### src/logic/mwvd_pkg.sv
/*
 * Constants shared by the receive-side wake-up and second-tag detection block:
 * register indices, field positions, reset values, frame limits and filter layout.
 * Assumes a 32-bit Avalon-MM register bus whose byte address is four times the index.
 */
package mwvd_pkg;

   // ****************************************************************
   // Register map
   // ****************************************************************
   localparam int unsigned ADDR_W = 8;
   localparam logic [5:0] IDX_SECOND_TAG = 6'h0A;
   localparam logic [5:0] IDX_FILTER_PORT = 6'h0B;
   localparam logic [5:0] IDX_WAKE_CTRL = 6'h0C;
   localparam logic [31:0] RST_SECOND_TAG = 32'h00000000;
   localparam logic [31:0] RST_WAKE_CTRL = 32'h00000000;
   localparam logic [31:0] RST_FILTER_WORD = 32'h00000000;
   localparam logic [31:0] READ_ZERO = 32'h00000000;

   // ****************************************************************
   // Wake control and status fields
   // ****************************************************************
   localparam int unsigned BIT_GLOBAL_UNICAST = 9;
   localparam int unsigned BIT_FRAME_SEEN = 6;
   localparam int unsigned BIT_PATTERN_SEEN = 5;
   localparam int unsigned BIT_FRAME_ENABLE = 2;
   localparam int unsigned BIT_PATTERN_ENABLE = 1;
   localparam int unsigned TAG_W = 16;

   // ****************************************************************
   // Frame limits
   // ****************************************************************
   localparam int unsigned LEN_W = 11;
   localparam logic [10:0] MAX_LEN_PLAIN = 11'd1518;
   localparam logic [10:0] MAX_LEN_TAGGED = 11'd1522;
   localparam logic [10:0] LEN_SAT = 11'h7FF;
   localparam logic [10:0] TAG_HI_POS = 11'd12;
   localparam logic [10:0] TAG_LO_POS = 11'd13;
   localparam logic [10:0] DEST_FIRST_POS = 11'h000;

   // ****************************************************************
   // Wake filter layout: four masks, then enables, offsets, two CRC words
   // ****************************************************************
   localparam int unsigned FILTER_WORDS = 8;
   localparam int unsigned FILTER_PTR_W = 3;
   localparam int unsigned NUM_FILTERS = 4;
   localparam int unsigned ENTRY_ENABLES = 4;
   localparam int unsigned ENTRY_OFFSETS = 5;
   localparam int unsigned ENTRY_CRC_LO = 6;
   localparam int unsigned ENTRY_CRC_HI = 7;
   localparam int unsigned MASK_SPAN = 32;
   localparam logic [15:0] CRC_INIT = 16'hFFFF;
   localparam logic [15:0] CRC_POLY = 16'h8005;

   // ****************************************************************
   // Pattern packet: six sync bytes then sixteen station address copies
   // ****************************************************************
   localparam logic [7:0] SYNC_BYTE = 8'hFF;
   localparam logic [2:0] SYNC_COUNT = 3'd6;
   localparam logic [2:0] ADDR_BYTES = 3'd6;
   localparam logic [6:0] PATTERN_BYTES = 7'd96;

   typedef enum {BUS_IDLE, BUS_ANSWER} mwvd_bus_state_t;

endpackage : mwvd_pkg

### src/logic/mwvd_top.sv
/*
 * Receive-side block: second-tag frame detection with length check, the
 * write-only wake filter loading port and the wake control and status flags.
 * Assumes received bytes arrive in the same clock domain, one per rx_valid,
 * with rx_last on the final byte and rx_good telling whether the frame check passed.
 */
// The implementer's own choice: register access over Avalon-MM.
`timescale 1ns/1ps

module mwvd_top
(
   input wire logic clk,
   input wire logic rstn,
   input wire logic [mwvd_pkg::ADDR_W-1:0] avs_address,
   input wire logic avs_read,
   input wire logic avs_write,
   input wire logic [31:0] avs_writedata,
   input wire logic [3:0] avs_byteenable,
   output logic [31:0] avs_readdata,
   output logic avs_waitrequest,
   input wire logic rx_valid,
   input wire logic [7:0] rx_data,
   input wire logic rx_last,
   input wire logic rx_good,
   input wire logic [47:0] station_addr,
   input wire logic power_save,
   output logic frame_done,
   output logic frame_tagged,
   output logic frame_len_ok,
   output logic wake_out
);
   import mwvd_pkg::*;

   mwvd_bus_state_t bus_state_reg;
   logic [31:0] readdata_reg;
   logic waitreq_reg;
   logic [TAG_W-1:0] second_tag_identifier_reg;
   logic [31:0] wake_filter_word_reg [FILTER_WORDS];
   logic [FILTER_PTR_W-1:0] filter_ptr_reg;
   logic global_unicast_wake_enable_reg;
   logic wake_frame_enable_reg;
   logic wake_pattern_enable_reg;
   logic wake_frame_seen_reg;
   logic wake_pattern_packet_seen_reg;
   logic [LEN_W-1:0] byte_cnt_reg;
   logic tag_hi_hit_reg;
   logic tagged_reg;
   logic unicast_reg;
   logic frame_done_reg;
   logic frame_tagged_reg;
   logic frame_len_ok_reg;
   logic wake_out_reg;
   logic [2:0] sync_run_reg;
   logic [2:0] addr_sel_reg;
   logic [6:0] pattern_idx_reg;
   logic pattern_hit_reg;
   logic [15:0] crc_reg [NUM_FILTERS];
   logic [NUM_FILTERS-1:0] filter_hit;
   logic [5:0] reg_index;
   logic bus_req;
   logic bus_take;
   logic [31:0] wmask;
   logic [LEN_W-1:0] frame_len;
   logic [7:0] addr_byte;
   logic frame_end;
   logic pattern_now;

   // One CRC-16 step over a received byte, least significant bit first.
   function automatic logic [15:0] crc_step(input logic [15:0] crc, input logic [7:0] data);
      logic [15:0] c;
      c = crc;
      for (int b = 0; b < 8; b++)
      begin
         if (c[15] ^ data[b])
            c = {c[14:0], 1'b0} ^ CRC_POLY;
         else
            c = {c[14:0], 1'b0};
      end
      return c;
   endfunction : crc_step

   // ****************************************************************
   // Avalon-MM slave
   // ****************************************************************

   // A request is taken at the edge where waitrequest was sampled low.
   assign reg_index = avs_address[ADDR_W-1:2];
   assign bus_req = avs_read | avs_write;
   assign bus_take = bus_req & ~waitreq_reg;
   assign wmask = {{8{avs_byteenable[3]}}, {8{avs_byteenable[2]}},
                   {8{avs_byteenable[1]}}, {8{avs_byteenable[0]}}};

   // Waitrequest drops for exactly one cycle per request, so a held request is
   // answered once and read data is ready in the same cycle.
   always_ff @(posedge clk)
   begin
      if (!rstn)
      begin
         bus_state_reg <= BUS_IDLE;
         waitreq_reg <= 1'b1;
      end
      else
      begin
         unique case (bus_state_reg)
            BUS_IDLE:
            begin
               if (bus_req)
               begin
                  bus_state_reg <= BUS_ANSWER;
                  waitreq_reg <= 1'b0;
               end
            end
            BUS_ANSWER:
            begin
               bus_state_reg <= BUS_IDLE;
               waitreq_reg <= 1'b1;
            end
         endcase
      end
   end

   // Read data is captured as waitrequest drops; unmapped indices read zero.
   always_ff @(posedge clk)
   begin
      if (!rstn)
         readdata_reg <= READ_ZERO;
      else if (bus_state_reg == BUS_IDLE && avs_read)
      begin
         readdata_reg <= READ_ZERO;
         if (reg_index == IDX_SECOND_TAG)
            readdata_reg[TAG_W-1:0] <= second_tag_identifier_reg;
         else if (reg_index == IDX_WAKE_CTRL)
         begin
            readdata_reg[BIT_GLOBAL_UNICAST] <= global_unicast_wake_enable_reg;
            readdata_reg[BIT_FRAME_SEEN] <= wake_frame_seen_reg;
            readdata_reg[BIT_PATTERN_SEEN] <= wake_pattern_packet_seen_reg;
            readdata_reg[BIT_FRAME_ENABLE] <= wake_frame_enable_reg;
            readdata_reg[BIT_PATTERN_ENABLE] <= wake_pattern_enable_reg;
         end
         // filter port reads zero
         // The filter loading port falls through to zero: contents never leave.
      end
   end

   assign avs_readdata = readdata_reg;
   assign avs_waitrequest = waitreq_reg;

   // Tag identifier register; only the low half is stored, the rest reads zero.
   always_ff @(posedge clk)
   begin
      if (!rstn)
         second_tag_identifier_reg <= RST_SECOND_TAG[TAG_W-1:0];
      else if (bus_take && avs_write && reg_index == IDX_SECOND_TAG)
         second_tag_identifier_reg <= (avs_writedata[TAG_W-1:0] & wmask[TAG_W-1:0]) |
                                      (second_tag_identifier_reg & ~wmask[TAG_W-1:0]);
   end

   // Wake control bits; the seen flags clear when software writes one to them.
   // sticky status, set beats clear
   always_ff @(posedge clk)
   begin
      if (!rstn)
      begin
         global_unicast_wake_enable_reg <= RST_WAKE_CTRL[BIT_GLOBAL_UNICAST];
         wake_frame_enable_reg <= RST_WAKE_CTRL[BIT_FRAME_ENABLE];
         wake_pattern_enable_reg <= RST_WAKE_CTRL[BIT_PATTERN_ENABLE];
         wake_frame_seen_reg <= RST_WAKE_CTRL[BIT_FRAME_SEEN];
         wake_pattern_packet_seen_reg <= RST_WAKE_CTRL[BIT_PATTERN_SEEN];
      end
      else
      begin
         if (bus_take && avs_write && reg_index == IDX_WAKE_CTRL)
         begin
            if (avs_byteenable[1])
               global_unicast_wake_enable_reg <= avs_writedata[BIT_GLOBAL_UNICAST];
            if (avs_byteenable[0])
            begin
               wake_frame_enable_reg <= avs_writedata[BIT_FRAME_ENABLE];
               wake_pattern_enable_reg <= avs_writedata[BIT_PATTERN_ENABLE];
               if (avs_writedata[BIT_FRAME_SEEN])
                  wake_frame_seen_reg <= 1'b0;
               if (avs_writedata[BIT_PATTERN_SEEN])
                  wake_pattern_packet_seen_reg <= 1'b0;
            end
         end
         if (frame_end && rx_good && wake_frame_enable_reg && |filter_hit)
            wake_frame_seen_reg <= 1'b1;
         if (frame_end && rx_good && wake_pattern_enable_reg && pattern_now)
            wake_pattern_packet_seen_reg <= 1'b1;
      end
   end

   // ****************************************************************
   // Wake filter loading port
   // ****************************************************************

   // Each write fills the entry under the pointer; byte enables merge partial words.
   // first write after reset to entry zero
   always_ff @(posedge clk)
   begin
      if (!rstn)
      begin
         filter_ptr_reg <= '0;
         for (int i = 0; i < FILTER_WORDS; i++)
            wake_filter_word_reg[i] <= RST_FILTER_WORD;
      end
      else if (bus_take && avs_write && reg_index == IDX_FILTER_PORT)
      begin
         wake_filter_word_reg[filter_ptr_reg] <= (avs_writedata & wmask) |
                                                 (wake_filter_word_reg[filter_ptr_reg] & ~wmask);
         filter_ptr_reg <= filter_ptr_reg + 3'd1;
      end
   end

   // ****************************************************************
   // Receive frame tracking
   // ****************************************************************

   assign frame_end = rx_valid & rx_last;
   // A saturated count must not wrap back round to a short length and pass.
   assign frame_len = (byte_cnt_reg == LEN_SAT) ? LEN_SAT : byte_cnt_reg + 11'd1;

   // Byte position within the frame, saturating so oversized frames stay long.
   always_ff @(posedge clk)
   begin
      if (!rstn)
         byte_cnt_reg <= '0;
      else if (frame_end)
         byte_cnt_reg <= '0;
      else if (rx_valid && byte_cnt_reg != LEN_SAT)
         byte_cnt_reg <= byte_cnt_reg + 11'd1;
   end

   // Tag match over the two type bytes, and the unicast test on the first byte.
   // bytes thirteen and fourteen
   always_ff @(posedge clk)
   begin
      if (!rstn)
      begin
         tag_hi_hit_reg <= 1'b0;
         tagged_reg <= 1'b0;
         unicast_reg <= 1'b0;
      end
      else if (frame_end)
      begin
         tag_hi_hit_reg <= 1'b0;
         tagged_reg <= 1'b0;
         unicast_reg <= 1'b0;
      end
      else if (rx_valid)
      begin
         if (byte_cnt_reg == DEST_FIRST_POS)
            unicast_reg <= ~rx_data[0];
         if (byte_cnt_reg == TAG_HI_POS)
            tag_hi_hit_reg <= (rx_data == second_tag_identifier_reg[15:8]);
         if (byte_cnt_reg == TAG_LO_POS)
            tagged_reg <= tag_hi_hit_reg && (rx_data == second_tag_identifier_reg[7:0]);
      end
   end

   // Per-frame results registered at the last byte; frame_done pulses for one cycle, tag and length flags hold until the next frame.
   // longer limit for tagged frames
   always_ff @(posedge clk)
   begin
      if (!rstn)
      begin
         frame_done_reg <= 1'b0;
         frame_tagged_reg <= 1'b0;
         frame_len_ok_reg <= 1'b0;
      end
      else
      begin
         frame_done_reg <= frame_end;
         if (frame_end)
         begin
            frame_tagged_reg <= tagged_reg;
            frame_len_ok_reg <= frame_len <= (tagged_reg ? MAX_LEN_TAGGED : MAX_LEN_PLAIN);
         end
      end
   end

   // ****************************************************************
   // Wake frame filters
   // ****************************************************************

   // Each filter hashes the masked bytes of a 32-byte window starting at its offset.
   // filter-based wake frame detection
   for (genvar f = 0; f < NUM_FILTERS; f++)
   begin : g_filter
      logic [7:0] offset;
      logic [LEN_W-1:0] rel;
      logic in_window;
      logic [15:0] crc_want;
      logic [15:0] crc_now;
      assign offset = wake_filter_word_reg[ENTRY_OFFSETS][f*8 +: 8];
      assign rel = byte_cnt_reg - {3'b000, offset};
      assign in_window = (byte_cnt_reg >= {3'b000, offset}) && (rel < LEN_W'(MASK_SPAN));
      assign crc_want = (f < 2) ? wake_filter_word_reg[ENTRY_CRC_LO][(f%2)*16 +: 16] :
                                  wake_filter_word_reg[ENTRY_CRC_HI][(f%2)*16 +: 16];
      assign crc_now = (in_window && wake_filter_word_reg[f][rel[4:0]]) ?
                       crc_step(crc_reg[f], rx_data) : crc_reg[f];
      assign filter_hit[f] = wake_filter_word_reg[ENTRY_ENABLES][f*8] && (crc_now == crc_want);

      always_ff @(posedge clk)
      begin
         if (!rstn || frame_end)
            crc_reg[f] <= CRC_INIT;
         else if (rx_valid)
            crc_reg[f] <= crc_now;
      end
   end

   // ****************************************************************
   // Pattern packet recognition
   // ****************************************************************

   assign addr_byte = station_addr[8*(5 - addr_sel_reg) +: 8];
   assign pattern_now = pattern_hit_reg ||
                        (sync_run_reg == SYNC_COUNT && rx_data == addr_byte &&
                         pattern_idx_reg == PATTERN_BYTES - 7'd1);

   // Count sync bytes, then walk sixteen station address copies byte by byte.
   // pattern packet recognition
   always_ff @(posedge clk)
   begin
      if (!rstn || frame_end)
      begin
         sync_run_reg <= '0;
         addr_sel_reg <= '0;
         pattern_idx_reg <= '0;
         pattern_hit_reg <= 1'b0;
      end
      else if (rx_valid && !pattern_hit_reg)
      begin
         if (sync_run_reg == SYNC_COUNT && rx_data == addr_byte)
         begin
            pattern_idx_reg <= pattern_idx_reg + 7'd1;
            addr_sel_reg <= (addr_sel_reg == ADDR_BYTES - 3'd1) ? 3'd0 : addr_sel_reg + 3'd1;
            pattern_hit_reg <= pattern_now;
         end
         else
         begin
            // A sync byte in the wrong place restarts the address walk but keeps the run.
            pattern_idx_reg <= '0;
            addr_sel_reg <= '0;
            if (rx_data == SYNC_BYTE)
               sync_run_reg <= (sync_run_reg == SYNC_COUNT) ? SYNC_COUNT : sync_run_reg + 3'd1;
            else
               sync_run_reg <= '0;
         end
      end
   end

   // Leaving power saving is signalled by a one-cycle pulse after a good frame.
   // global unicast, wake frame and pattern packet wake
   always_ff @(posedge clk)
   begin
      if (!rstn)
         wake_out_reg <= 1'b0;
      else
         wake_out_reg <= frame_end && rx_good && power_save &&
                         ((global_unicast_wake_enable_reg && unicast_reg) ||
                          (wake_frame_enable_reg && |filter_hit) ||
                          (wake_pattern_enable_reg && pattern_now));
   end

   assign frame_done = frame_done_reg;
   assign frame_tagged = frame_tagged_reg;
   assign frame_len_ok = frame_len_ok_reg;
   assign wake_out = wake_out_reg;

   // ****************************************************************
   // Assertions
   // ****************************************************************

   a_bus_answer: assert property (@(posedge clk) disable iff (!rstn)
      (bus_state_reg == BUS_IDLE && bus_req) |=> !avs_waitrequest ##1 avs_waitrequest)
      else $error("Waitrequest did not pulse low for one cycle.");

   a_filter_readzero: assert property (@(posedge clk) disable iff (!rstn)
      (bus_state_reg == BUS_IDLE && avs_read && reg_index == IDX_FILTER_PORT)
      |=> avs_readdata == READ_ZERO)
      else $error("Filter port read returned data.");

   a_ptr_advance: assert property (@(posedge clk) disable iff (!rstn)
      (bus_take && avs_write && reg_index == IDX_FILTER_PORT)
      |=> filter_ptr_reg == $past(filter_ptr_reg) + 3'd1)
      else $error("Filter pointer did not advance on a write.");

   a_ptr_wrap: assert property (@(posedge clk) disable iff (!rstn)
      (bus_take && avs_write && reg_index == IDX_FILTER_PORT && filter_ptr_reg == 3'd7)
      |=> filter_ptr_reg == 3'd0)
      else $error("Filter pointer did not wrap to entry zero.");

   a_tag_detect: assert property (@(posedge clk) disable iff (!rstn)
      (frame_end && tagged_reg) |=> frame_tagged && frame_done)
      else $error("Tagged frame not reported.");

   a_len_limit: assert property (@(posedge clk) disable iff (!rstn)
      (frame_end && !tagged_reg && frame_len > MAX_LEN_PLAIN) |=> !frame_len_ok)
      else $error("Oversized untagged frame accepted.");

   a_unicast_wake: assert property (@(posedge clk) disable iff (!rstn)
      (frame_end && rx_good && power_save && global_unicast_wake_enable_reg && unicast_reg)
      |=> wake_out ##1 !wake_out)
      else $error("Unicast wake pulse missing.");

   a_frame_seen: assert property (@(posedge clk) disable iff (!rstn)
      (frame_end && rx_good && wake_frame_enable_reg && |filter_hit) |=> wake_frame_seen_reg)
      else $error("Wake frame flag not set.");

   a_pattern_seen: assert property (@(posedge clk) disable iff (!rstn)
      (frame_end && rx_good && wake_pattern_enable_reg && pattern_now)
      |=> wake_pattern_packet_seen_reg)
      else $error("Pattern packet flag not set.");

   a_seen_sticky: assert property (@(posedge clk) disable iff (!rstn)
      (wake_frame_seen_reg && !(bus_take && avs_write && reg_index == IDX_WAKE_CTRL))
      |=> wake_frame_seen_reg)
      else $error("Wake frame flag dropped without a clear.");

endmodule : mwvd_top

### config.mk
export PLATFORM = sky130hd
export DESIGN_NAME = mwvd_top
export DESIGN_NICKNAME = d
export VERILOG_FILES = /design/src/logic/mwvd_pkg.sv /design/src/logic/mwvd_top.sv
export SDC_FILE = /design/constraint.sdc
export NUM_CORES = 1
export LEC_CHECK = 0
export BUFFER_PORTS_ARGS = -buffer_cell sky130_fd_sc_hd__buf_4
export CORE_MARGIN = 1.5
export CORE_UTILIZATION = 25
export CTS_BUF_LIST = sky130_fd_sc_hd__clkbuf_8
export CTS_CLUSTER_DIAMETER = 60
export CTS_CLUSTER_SIZE = 8
export DETAILED_ROUTE_END_ITERATION = 12
export PLACE_DENSITY_LB_ADDON = 0.25
export REMOVE_ABC_BUFFERS = 1
export SETUP_SLACK_MARGIN = 0.02
export SLEW_MARGIN = 20
export SYNTH_ARGS = -nofsm -noshare
export SYNTH_HDL_FRONTEND = slang
export SYNTH_SLANG_ARGS = --single-unit
### constraint.sdc
create_clock -name clk -period 5.5 [get_ports clk]
set_input_delay 0.825 -clock clk [delete_from_list [all_inputs] [get_ports clk]]
set_output_delay 0.825 -clock clk [all_outputs]
set_load 0.01 [all_outputs]
==> summary.md <==
| Metric | Value |
|---|---|
| Status | completed |
| Clock period minus worst slack | 4.92 ns |
| Die area | 97300 sq um |
| Synth Cell Area | 23800 sq um |
| RSZ-0062 raised after global routing | no |
| Num CTS Buffers | 57 |
| Synth Warn # | 0 |
| Hold Path Origin | power_save |
| P&R area growth vs syn | 14.5% |
| Top cell type's share of synthesized area | 40.3% |
| Yosys top cell by area | edfxtp_1 |
| Starting Density | 25.2% |
| Final Total Pwr | 6.57 mW |
| Most frequent cells after synthesis | 360 x nor2_1, 320 x edfxtp_1, 142 x nand2_1 |
| Grt ovf | 0 |
| Lkg Pwr | 9.42 nW |
| Worst Hold End | wake_out |
| Slew HR | 28.6% |
| Critical Path End Type | flop |
| DR WL/cell | 22.4 um |
| Worst-case clock buffer depth | 3 |
| Gr usage total | 16.1% |
| R2r startpoint | byte_cnt_reg[0] |
| Pwr/cell area | 241 nW/um^2 |
| # rows | 113 |
| Fillers | 9888 |
| Hold Path Class | in2reg |
| Number of flip-flops under the largest register name | 256 |
| Crit. Startpoint | byte_cnt_reg[0] |
| Crit path max fanout | 6 |
| Antenna violations before repair | 1 |
| Final HPWL DP | 59400 um |
| DR vias/cell | 4.95 |
| Final TNS setup | 0 ns |
| Clock slew at reported path FFs | 0.08 ns |
| Clock skew | 0.0409 ns |
| DRC | 0 |
| Cell with the most instances after synthesis | nor2_1 |
| Mapped Cells | 2156 |
| Die H | 312 um |
| WHS Path Cells | 3 |
| DRT iter0 DRCs | 1416 |
| Syn_area_per_cell | 11.1 sq um |
| Synthesized flop and latch total | 397 |
| Via count of the first global-routing pass | 17662 |
| Fraction of layout cells with a size suffix above 1 | 17.3% |
| Post-synth EDFFs | 320 |
| I/O Buffers | 126 |
| RePlAce Congestion | 0.879 |
| Worst reg2reg setup slack | 0.58 ns |
| First-pass GRT wire length | 119000 um |
| Worst skew pair latency | 0.70 ns |
| Hold Fails Final Rpt | 0 |
| FF-to-FF End | wake_out |
| Setup bufs post-CTS | 0 |
| Max Freq | 203 MHz |
| Post-synth ARST share | 0% |
| Fin. max-slew vios | 0 |
| ANT nets after route | 0 |
| CTS H-tree lvls | 2 |
| Max_cap viols | 0 |
| Largest net degree at the start of global routing | 65 |
| FF-to-FF path depth | 16 |
| Maximum vdd drop | 0.176 mV |
| CP startpoint kind | flop |
| CP required | 6.05 ns |
| Root Driver | clkbuf_8 |
| Crit path arrival time | 5.47 ns |
| Io pins | 145 |
| Synth cell types | 96 |
| CTS tree | yes |
| Routed WL | 79900 um |
| Width of the die | 312 um |
| Core area | 94700 sq um |
| # setup viols final | 0 |
| # nets final | 2430 |
| Clk sink count | 397 |
| Worst-margin pin slew | 1.07 ns |
| Hold Buf Count CTS | 0 |
| Via count | 17673 |
| Seq/Total Area, Yosys | 46.8% |
| Synth area leaders | edfxtp_1 40%, mux4_2 10%, dfxtp_1 6.5%, nor2_1 5.7%, xnor2_1 4.7% |
| Path type of the worst setup path | reg2reg |
| Main flop type after synthesis | edfxtp_1 |
| Router iterations before antenna repair | 6 |
| Fin crit share | 89.4% |
| Post-cts sizing count | 0 |
worst max-delay path by stage:
| stage | slack, ns | cells past startpoint | end |
|---|---|---|---|
| finish | 0.58 | 16 | wake_out |
| CTS | 0.58 | 16 | wake_out |
| detailed placement | 0.60 | 16 | wake_out |
| global placement | 0.65 | 17 | wake_out |
| global route | 0.24 | 16 | wake_out |
| floorplan | 1.05 | 15 | wake_out |
where the power goes:
| group | switching (mW) | internal (mW) | total, mW | leakage, nW |
|---|---|---|---|---|
| logic | 0.520 | 0.375 | 0.895 | 5.10 |
| clock network | 1.20 | 1.08 | 2.29 | 0.610 |
| registers | 0.0800 | 3.31 | 3.39 | 3.71 |
stage by stage:
stage	setup slack, ns	utilization [%]	cell area, sq um	instances	hold slack [ns]
final	0.582	28.8	27300	3572	0.364
after global routing	0.242	28.8	27300	3571	0.347
after CTS	0.582	28.8	27300	3570	0.308
after detailed placement	0.604	27.8	26300	3479	0.465
after global placement	0.646	27.8	26300	3479	0.459
after floorplan	1.05	-	23300	2029	0.437
layout by cell type, fill, tap and decap left out, drive strengths merged, types with 8 or more instances in the layout:
cell / netlist / final
ha: 45 / 45
conb: 1 / 16
dfxtp: 77 / 77
or3: 9 / 9
nor3: 22 / 22
nand3: 42 / 42
o21ai: 40 / 40
edfxtp: 320 / 320
a221oi: 11 / 11
o21a: 8 / 8
nor4: 17 / 17
a21boi: 15 / 15
buf: 49 / 185
mux4: 107 / 107
mux2i: 99 / 99
o211ai: 19 / 19
nor2b: 36 / 36
xnor2: 132 / 132
o22ai: 14 / 14
nor3b: 14 / 14
mux2: 18 / 18
nand2: 142 / 142
a211oi: 9 / 9
and3: 8 / 8
xor2: 84 / 84
clkbuf: 93 / 60
nand2b: 12 / 12
nor2: 361 / 361
o2111ai: 10 / 10
inv: 93 / 120
a22oi: 10 / 10
a21oi: 89 / 89
and2: 8 / 8
nand4: 22 / 22
layer usage:
metal,track usage [%],vias to the layer above,share of wire (%)
met4,4.95,0,2.9
li1,-,8062,-
met3,1.60,107,4.1
met1,21.0,9021,43
met2,28.0,483,50
met5,0,-,0
cell families (layout without fill, tap and decap cells):
group	count (synthesis)	after routing	synth area share, %
xor+xnor	221	221	8.67
mux	224	224	15.2
buf+inv	236	370	4.12
other cells	1	18	0.0157
simple gates	731	731	14.0
flops	397	397	46.8
fa+ha+maj	50	50	2.74
compound gates	296	296	8.49
critical path, cell delays in order, from the launching register on:
cell and delay [ns]:
dfxtp_1 0.38, inv_1 0.16, ha_1 0.22, inv_1 0.07
fa_1 0.41, a211oi_1 0.47, a211o_1 0.17, o211ai_1 0.08
a2111oi_1 0.45, nand4_1 0.46, nor2_1 0.48, mux2i_1 0.30
a22o_1 0.18, nor4_1 0.07, buf_4 0.17, o41ai_2 0.58
a21oi_1 0.12
area by class of cell:
cell class | count | area [sq um] | area share, %
Tap cell | 1265 | 1580 | 5.80
Multi-Input combinational cell | 1538 | 11800 | 43.2
Antenna cell | 2 | 5.00 | 0.0183
Clock buffer | 60 | 826 | 3.02
Inverter | 94 | 353 | 1.29
Clock inverter | 31 | 178 | 0.651
Sequential cell | 397 | 11200 | 40.9
Timing Repair Buffer | 185 | 1410 | 5.18
(Power assumes the default switching activity.)
